--- src/shared/swwdt_pkg.sv ---
// package for the software watchdog timer: register frame, field layout,
// reset values and timing counts.
// assumes a 16-bit data bus with 8-bit registers in the low byte.
package swwdt_pkg;
  // register frame in data space
  localparam logic [15:0] SWWDT_FRAME_BASE = 16'h7020;
  localparam logic [15:0] SWWDT_CNT_ADDR = 16'h7023; // counter, read only
  localparam logic [15:0] SWWDT_KEY_ADDR = 16'h7025; // service_key_register
  localparam logic [15:0] SWWDT_CTL_ADDR = 16'h7029; // watchdog_control
  // control field positions
  localparam int SWWDT_CTL_FLAG_BIT = 7;   // reset-cause flag
  localparam int SWWDT_CTL_DIS_BIT = 6;    // disable request
  localparam int SWWDT_CTL_CHK_HI = 5;     // check field top
  localparam int SWWDT_CTL_CHK_LO = 3;     // check field bottom
  localparam int SWWDT_CTL_PS_HI = 2;      // prescale select msb
  // values
  localparam logic [2:0] SWWDT_CHK_PATTERN = 3'h5;  // binary 101
  localparam logic [7:0] SWWDT_CTL_RESET = 8'h00;   // fastest rate
  localparam logic [7:0] SWWDT_KEY_SECOND = 8'haa;  // arbitrary service key
  localparam logic [7:0] SWWDT_KEY_FIRST = 8'h55;   // arbitrary arming key
  // base clock: system clock divided by 512
  localparam int SWWDT_BASE_DIV = 512;
  localparam int SWWDT_BASE_W = 9;
  localparam int SWWDT_PRE_W = 6;         // up to divide by 64
  // arbitrary counter width; 16 steps keeps an unserviced overflow near 8k clocks at /1
  localparam int SWWDT_CNT_W = 4;
  localparam logic [SWWDT_CNT_W-1:0] SWWDT_CNT_MAX = 4'hf;
endpackage : swwdt_pkg

--- src/rtl/swwdt_prescale.sv ---
// prescaler for the software watchdog timer: system clock / 512, then / 2^(n-1) for select n >= 2, / 1 for n < 2.
// assumes a single synchronous clock and active-high synchronous reset.
`timescale 1ns/1ps
module swwdt_prescale
  import swwdt_pkg::*;
(
  // clock and reset
  input wire logic ref_clk_in,
  input wire logic rst_in,
  // control
  input wire logic [2:0] sel_in,
  // enable pulse out
  output logic tick_out
);
  typedef struct packed {
    logic [SWWDT_BASE_W-1:0] base; // divide by 512 counter
    logic [SWWDT_PRE_W-1:0] pre;   // post divider
    logic tick;                    // one-cycle counting enable
  } swwdt_pre_s;

  swwdt_pre_s st_r;
  swwdt_pre_s st_nxt;
  logic base_wrap;
  logic [SWWDT_PRE_W-1:0] pre_mask;

  // mask of post-divider bits that must be all ones for a tick
  always_comb begin
    case (sel_in)
      3'h2: pre_mask = 6'h01;
      3'h3: pre_mask = 6'h03;
      3'h4: pre_mask = 6'h07;
      3'h5: pre_mask = 6'h0f;
      3'h6: pre_mask = 6'h1f;
      3'h7: pre_mask = 6'h3f;
      default: pre_mask = 6'h00; // 00x: divide by 1
    endcase
  end

  // next state: base counter wraps every 512 clocks
  always_comb begin
    st_nxt = st_r;
    base_wrap = (st_r.base == SWWDT_BASE_W'(SWWDT_BASE_DIV - 1)); // RL2
    st_nxt.tick = 1'b0;
    st_nxt.base = st_r.base + 9'h001;
    if (base_wrap) begin
      st_nxt.pre = st_r.pre + 6'h01;
      st_nxt.tick = ((st_r.pre & pre_mask) == pre_mask); // RL8
    end
  end

  // state register
  always_ff @(posedge ref_clk_in) begin
    if (rst_in) begin
      st_r <= '0;
    end else begin
      st_r <= st_nxt;
    end
  end

  assign tick_out = st_r.tick;
endmodule : swwdt_prescale

--- src/rtl/swwdt_top.sv ---
// software watchdog timer: counter, service key, control with check bits.
// assumes the cpu data bus is synchronous to ref_clk_in, with one-cycle
// read and write strobes; the reset output goes to the system reset logic.
`timescale 1ns/1ps
// Overview of operation
// RL1: missed service before overflow resets the system
// RL2: reset selects fastest rate, base clock /512
// RL3: counter runs from reset release, no setup
// RL4: right key clears counter, wrong key resets
// RL5: control check field not 101 resets
// RL6: eight-bit registers, upper byte reads zero
// RL7: disable only while permit bit is one
// RL8: prescale select divides base by 1 to 64
// RL9: three registers in frame at 7020h
// RL10: key and counter width are parameters
// RL11: software must service early after reset
module swwdt_top
  import swwdt_pkg::*;
(
  // clock and reset
  input wire logic ref_clk_in,
  input wire logic rst_in,
  // data bus
  input wire logic [15:0] addr_in,
  input wire logic [15:0] wdata_in,
  input wire logic wr_in,
  input wire logic rd_in,
  output logic [15:0] rdata_out,
  // system level permit, from system_control_status_two bit 5
  input wire logic disable_permit_pin_in,
  // reset request to the system
  output logic sys_reset_out
);
  typedef enum logic [2:0] {
    SWWDT_IDLE = 3'b001,   // no key seen
    SWWDT_ARMED = 3'b010,  // first key seen
    SWWDT_FIRE = 3'b100    // reset pulse issued; state held until a first key or rst_in
  } swwdt_state_e;

  typedef struct packed {
    swwdt_state_e state;             // key sequencer
    logic [SWWDT_CNT_W-1:0] cnt;     // watchdog counter
    logic [7:0] ctl;                 // watchdog_control image
    logic [15:0] rdata;              // read data
    logic rst;                       // reset request
  } swwdt_top_s;

  swwdt_top_s st_r;
  swwdt_top_s st_nxt;
  logic tick;
  logic wr_cnt;
  logic wr_key;
  logic wr_ctl;
  logic disabled;
  logic bad;

  // base clock and prescaler
  swwdt_prescale u_pre (
    .ref_clk_in(ref_clk_in),
    .rst_in(rst_in),
    .sel_in(st_r.ctl[SWWDT_CTL_PS_HI:0]),
    .tick_out(tick)
  );

  // address decode
  always_comb begin
    wr_cnt = 1'b0;
    wr_key = 1'b0;
    wr_ctl = 1'b0;
    if (wr_in && addr_in == SWWDT_KEY_ADDR) begin // RL9
      wr_key = 1'b1;
    end else if (wr_in && addr_in == SWWDT_CTL_ADDR) begin
      wr_ctl = 1'b1;
    end else if (wr_in && addr_in == SWWDT_CNT_ADDR) begin
      wr_cnt = 1'b1; // counter is read only, write ignored
    end
  end

  // next state
  always_comb begin
    st_nxt = st_r;
    bad = 1'b0;
    // disable takes effect only while permit is set
    disabled = st_r.ctl[SWWDT_CTL_DIS_BIT] && disable_permit_pin_in; // RL7
    // counter free runs from reset release
    if (!disabled && tick) begin // RL3
      st_nxt.cnt = st_r.cnt + SWWDT_CNT_W'(1);
      if (st_r.cnt == SWWDT_CNT_MAX) begin
        bad = 1'b1; // RL1 RL10
      end
    end
    // key register: first key arms, second key clears
    if (wr_key) begin
      if (wdata_in[7:0] == SWWDT_KEY_FIRST) begin // RL6
        st_nxt.state = SWWDT_ARMED;
      end else if (wdata_in[7:0] == SWWDT_KEY_SECOND && st_r.state == SWWDT_ARMED) begin
        st_nxt.state = SWWDT_IDLE;
        st_nxt.cnt = '0; // RL4
      end else begin
        bad = 1'b1; // RL4
      end
    end
    // control register with check field
    if (wr_ctl) begin
      if (wdata_in[SWWDT_CTL_CHK_HI:SWWDT_CTL_CHK_LO] != SWWDT_CHK_PATTERN) begin
        bad = 1'b1; // RL5
      end else begin
        // flag bit clears on write of one
        st_nxt.ctl[6:0] = wdata_in[6:0]; // RL6
        if (wdata_in[SWWDT_CTL_FLAG_BIT]) begin
          st_nxt.ctl[SWWDT_CTL_FLAG_BIT] = 1'b0;
        end
      end
    end
    // reset request is one clock wide, then held by system reset
    st_nxt.rst = 1'b0;
    if (bad && st_r.state != SWWDT_FIRE) begin
      st_nxt.rst = 1'b1;
      st_nxt.state = SWWDT_FIRE;
    end
    // read mux, upper byte always zero
    st_nxt.rdata = 16'h0000;
    if (rd_in && addr_in == SWWDT_CNT_ADDR) begin // RL6
      st_nxt.rdata = 16'(st_r.cnt); // counter zero extended
    end else if (rd_in && addr_in == SWWDT_CTL_ADDR) begin
      st_nxt.rdata = {8'h00, st_r.ctl};
    end
  end

  // state register; fastest rate after reset
  always_ff @(posedge ref_clk_in) begin
    if (rst_in) begin
      st_r.state <= SWWDT_IDLE;
      st_r.cnt <= '0;
      st_r.ctl <= SWWDT_CTL_RESET; // RL2
      st_r.rdata <= 16'h0000;
      st_r.rst <= 1'b0;
    end else begin
      st_r <= st_nxt;
    end
  end

  assign rdata_out = st_r.rdata;
  assign sys_reset_out = st_r.rst;

  // wrong key raises reset next cycle
  property p_bad_key;
    @(posedge ref_clk_in) disable iff (rst_in)
      (wr_key && wdata_in[7:0] != SWWDT_KEY_FIRST && wdata_in[7:0] != SWWDT_KEY_SECOND
       && st_r.state == SWWDT_IDLE) |=> sys_reset_out;
  endproperty
  a_bad_key: assert property (p_bad_key) else $error("wrong key did not reset"); // RL4

  // correct key pair clears the counter
  property p_key_clear;
    @(posedge ref_clk_in) disable iff (rst_in)
      (wr_key && wdata_in[7:0] == SWWDT_KEY_SECOND && st_r.state == SWWDT_ARMED)
      |=> st_r.cnt == '0;
  endproperty
  a_key_clear: assert property (p_key_clear) else $error("service key did not clear"); // RL4

  // bad check field resets
  property p_check;
    @(posedge ref_clk_in) disable iff (rst_in)
      (wr_ctl && wdata_in[5:3] != 3'h5 && st_r.state != SWWDT_FIRE) |=> sys_reset_out;
  endproperty
  a_check: assert property (p_check) else $error("check field fault missed"); // RL5

  // overflow resets
  property p_overflow;
    @(posedge ref_clk_in) disable iff (rst_in)
      (tick && !disabled && st_r.cnt == SWWDT_CNT_MAX && st_r.state != SWWDT_FIRE)
      |=> sys_reset_out;
  endproperty
  a_overflow: assert property (p_overflow) else $error("overflow did not reset"); // RL1

  // no counting while permitted and disabled
  property p_disable;
    @(posedge ref_clk_in) disable iff (rst_in)
      (disabled && !wr_key && !wr_ctl) |=> $stable(st_r.cnt);
  endproperty
  a_disable: assert property (p_disable) else $error("counter ran while disabled"); // RL7

  // without permit the counter still advances on a tick
  property p_no_permit;
    @(posedge ref_clk_in) disable iff (rst_in)
      (!disable_permit_pin_in && tick && !wr_key && st_r.cnt != SWWDT_CNT_MAX)
      |=> st_r.cnt == $past(st_r.cnt) + SWWDT_CNT_W'(1);
  endproperty
  a_no_permit: assert property (p_no_permit) else $error("counter stalled without permit"); // RL3

  // upper byte reads zero
  property p_upper;
    @(posedge ref_clk_in) disable iff (rst_in) rdata_out[15:8] == 8'h00;
  endproperty
  a_upper: assert property (p_upper) else $error("upper byte not zero"); // RL6

  // reset pulse lasts one cycle
  property p_pulse;
    @(posedge ref_clk_in) disable iff (rst_in) sys_reset_out |=> !sys_reset_out;
  endproperty
  a_pulse: assert property (p_pulse) else $error("reset pulse too long"); // RL1

  // control register read shows the stored image
  property p_ctl_read;
    @(posedge ref_clk_in) disable iff (rst_in)
      (rd_in && addr_in == SWWDT_CTL_ADDR) |=> rdata_out[7:0] == $past(st_r.ctl);
  endproperty
  a_ctl_read: assert property (p_ctl_read) else $error("control readback wrong"); // RL9

  // counter address ignores writes; only a step may move it
  property p_cnt_ro;
    @(posedge ref_clk_in) disable iff (rst_in)
      (wr_cnt && !(tick && !disabled)) |=> $stable(st_r.cnt);
  endproperty
  a_cnt_ro: assert property (p_cnt_ro) else $error("counter took a write"); // RL9
endmodule : swwdt_top

--- config.mk ---
export PLATFORM = sky130hd
export DESIGN_NAME = swwdt_top
export DESIGN_NICKNAME = d
export VERILOG_FILES = /design/src/shared/swwdt_pkg.sv /design/src/rtl/swwdt_prescale.sv /design/src/rtl/swwdt_top.sv
export SDC_FILE = /design/constraint.sdc
export NUM_CORES = 1
export LEC_CHECK = 0
export ABC_AREA = 1
export BUFFER_PORTS_ARGS = -buffer_cell sky130_fd_sc_hd__buf_2
export CAP_MARGIN = 20
export CORE_AREA = 8 8 74 76
export CTS_CLUSTER_SIZE = 10
export DETAILED_ROUTE_END_ITERATION = 8
export DIE_AREA = 0 0 82 84
export MAX_ROUTING_LAYER = met4
export PLACE_DENSITY = 0.74
export SLEW_MARGIN = 20
export SYNTH_ARGS = -nofsm -noshare
export SYNTH_HDL_FRONTEND = slang
export SYNTH_HIERARCHICAL = 1
export SYNTH_SLANG_ARGS = --single-unit
--- constraint.sdc ---
create_clock -name ref_clk_in -period 1.8 [get_ports ref_clk_in]
set_input_delay 0.36 -clock ref_clk_in [delete_from_list [all_inputs] [get_ports ref_clk_in]]
set_output_delay 0.36 -clock ref_clk_in [all_outputs]
set_load 0.02 [all_outputs]
==> flow_summary.toml <==
[status]
outcome = "finished clean"

[global_routing]
grt_pass1_vias = 1702
grt_usage_pct = 12.8
grt_pass1_wl_um = 7060
antenna_found_initial = 0
overflow = 0
grt_max_degree = 17

[cells_and_area]
multi_input_area_um2 = 1040
drive_gt1_share_pct = 25.0
post-route-util_pct = 55.8
nNetsFinal = 372
layout.area.seq_um2 = 766
n_antenna_cell = 0
n_fill_cell = 414
area_growth_pct = 15.5
fin_cells = 384

[detailed_routing]
wl_um = 4120
drt-pass1-iter-count = 4
postRouteAntennaNets = 0
drt_iter0_drc = 81
route.detailed.drc = 0
post_drt_wl_per_cell_um = 10.7
via_count = 1764
via_per_inst = 4.59

[worst_setup_path]
ff2ff_path_depth = 11
r2r_slack_ns = 0.13
critical_path_arrival_ns = 1.90
crit_required_ns = 2.03
reg2reg_from = "u_pre/st_r[8]"
cp_max_fo = 4
reg2reg_to = "u_pre/st_r[4]"
crit_path_end_kind = "register"
crit_type = "register to register"
start_kind = "register"

[timing]
hold_viol = 0
finClkSkew_ns = 0.00322
setup_tns_ns = 0
max_freq_ghz = 0.599
slew_viol_final = 0
setup_viol = 0
period_minus_slack_ns = 1.67
post-route-period-util_pct = 92.8

[min_path]
whs_endpoint = "st_r[19]"
min_from = "wdata_in[2]"
min_path_type = "input port to register"
hold_depth = 3

[floorplanning]
core_area_um2 = 4260
start_util_pct = 48.4
floorplan.die_area_um2 = 6890
die_h_um = 84
ios = 54
fp.dieW_um = 82
row_count = 24

[synth]
synth_ff_type = "dfxtp_1"
seq_area_frac_synth_pct = 36.9
async_flop_share_pct = 0
synth_top_area_share_pct = 36.9
synth_top_area_cell = "dfxtp_1"
yosys-top-cells-area = "dfxtp_1 (37%), nand2_1 (11%), nor2_1 (10%)"
yosys.cell_types.count = 34
yosysMostFrequentCell = "nand2_1"
synth_warnings = 6
netlist_area_um2 = 2060
yosys-top-cells-count = "nand2_1 (60), nor2_1 (56), dfxtp_1 (38)"
synth_edf_count = 0
synthesis.instances = 292
ys_ff_latch = 38
syn_avg_cell_area_um2 = 7.06

[cts]
numClockSinks = 38
cts_made_buffers = 5
max-clock-path-buffers = 2
cts_tree = "yes"
cts_root_buf = "clkbuf_8"
cts_max_level = 2
clkTransAtPathRegs_ns = 0.07
clk_latency_ns = 0.29

[placement]
dpl.hpwl_um = 3230
port_buffers = 36
gp_congestion = 0.892
dp.cells = 373

[power]
p_total_mw = 1.66
p_per_area_nw_per_um2 = 699
p_leak_nw = 1.08
worst_ir_drop_vdd_mv = 0.322

[flow_run]
cap_violations = 0
sequential cells by signal (all words and copies together), names as in the netlist:
signal	cells
rdata_out	7
u_pre/st_r	15
sys_reset_out	1
st_r	14
u_pre/tick_out	1
metal layers:
metal	wire length, µm	track usage (%)
met4	28	2.88
met3	235	4.31
met1	1850	14.4
met2	2010	21.1
met5	0	-
how the worst max path moves through the flow:
stage,start,endpoint,slack [ns]
after floorplan,u_pre/st_r[7],u_pre/st_r[6],0.19
after global placement,u_pre/st_r[8],u_pre/st_r[6],0.16
after detailed placement,u_pre/st_r[8],u_pre/st_r[6],0.10
after CTS,u_pre/st_r[8],u_pre/st_r[6],0.08
after global routing,u_pre/st_r[8],u_pre/st_r[6],-0.0004
final,u_pre/st_r[8],u_pre/st_r[4],0.13
timing repair:
action,in CTS,in global routing
endpoints found under the setup margin,0,6
setup buffers,0,3
hold buffers,0,0
gates resized for setup,0,8
layout by cell type, fill, tap and decap left out, types with 2 or more instances in the layout:
cell type,instances
xor2_1,2
conb_1,9
inv_2,4
a211oi_1,2
inv_1,33
clkbuf_8,8
buf_2,36
buf_4,5
nor3_1,5
ha_1,2
nand2_2,5
nor2_2,6
nand3_2,5
a21oi_1,12
nand3_1,15
nor2_4,2
nor2_1,55
dfxtp_1,36
o21ai_1,4
nand4_1,5
nand2_1,60
o21ai_0,4
critical path: stages (launching register included):
cell,delay (ns)
dfxtp_4,0.37
ha_4,0.14
nand3_1,0.09
nor2_2,0.13
nand2_1,0.08
nor2_1,0.12
ha_2,0.23
nand2_2,0.08
nor2_4,0.15
buf_4,0.12
nor2_1,0.03
nor2_1,0.09
per-stage QoR:
step / hold WS, ns / setup WS, ns / area (µm²)
2_1_floorplan: 0.408 / 0.192 / 2090
3_3_place_gp: 0.424 / 0.162 / 2220
3_5_place_dp: 0.432 / 0.103 / 2220
4_1_cts: 0.376 / 0.0799 / 2330
5_1_grt: 0.405 / -0.000383 / 2380
6_report: 0.385 / 0.130 / 2380
layout make-up:
class                           instances  share of cell area (%)
Tap cell                               52                    2.73
Timing Repair Buffer                   41                    9.14
Sequential cell                        38                    32.2
Clock buffer                            8                    4.62
Inverter                               40                    7.46
Multi-Input combinational cell        205                    43.9
where the power goes:
group / total, mW / switching [mW] / internal, mW
Sequential: 0.853 / 0.00658 / 0.847
Clock: 0.674 / 0.287 / 0.387
Combinational: 0.137 / 0.0827 / 0.0543
cells by family (layout without fill, tap and decap cells):
group	after synthesis	count (layout)	synth area share, %
fa+ha+maj	4	4	2.43
other cells	1	9	0.182
xor+xnor	3	3	1.27
buf+inv	57	89	15.0
simple gates	164	164	37.3
flops	38	38	36.9
compound gates	25	25	6.92
No activity file was read; power rests on OpenSTA's default activity.
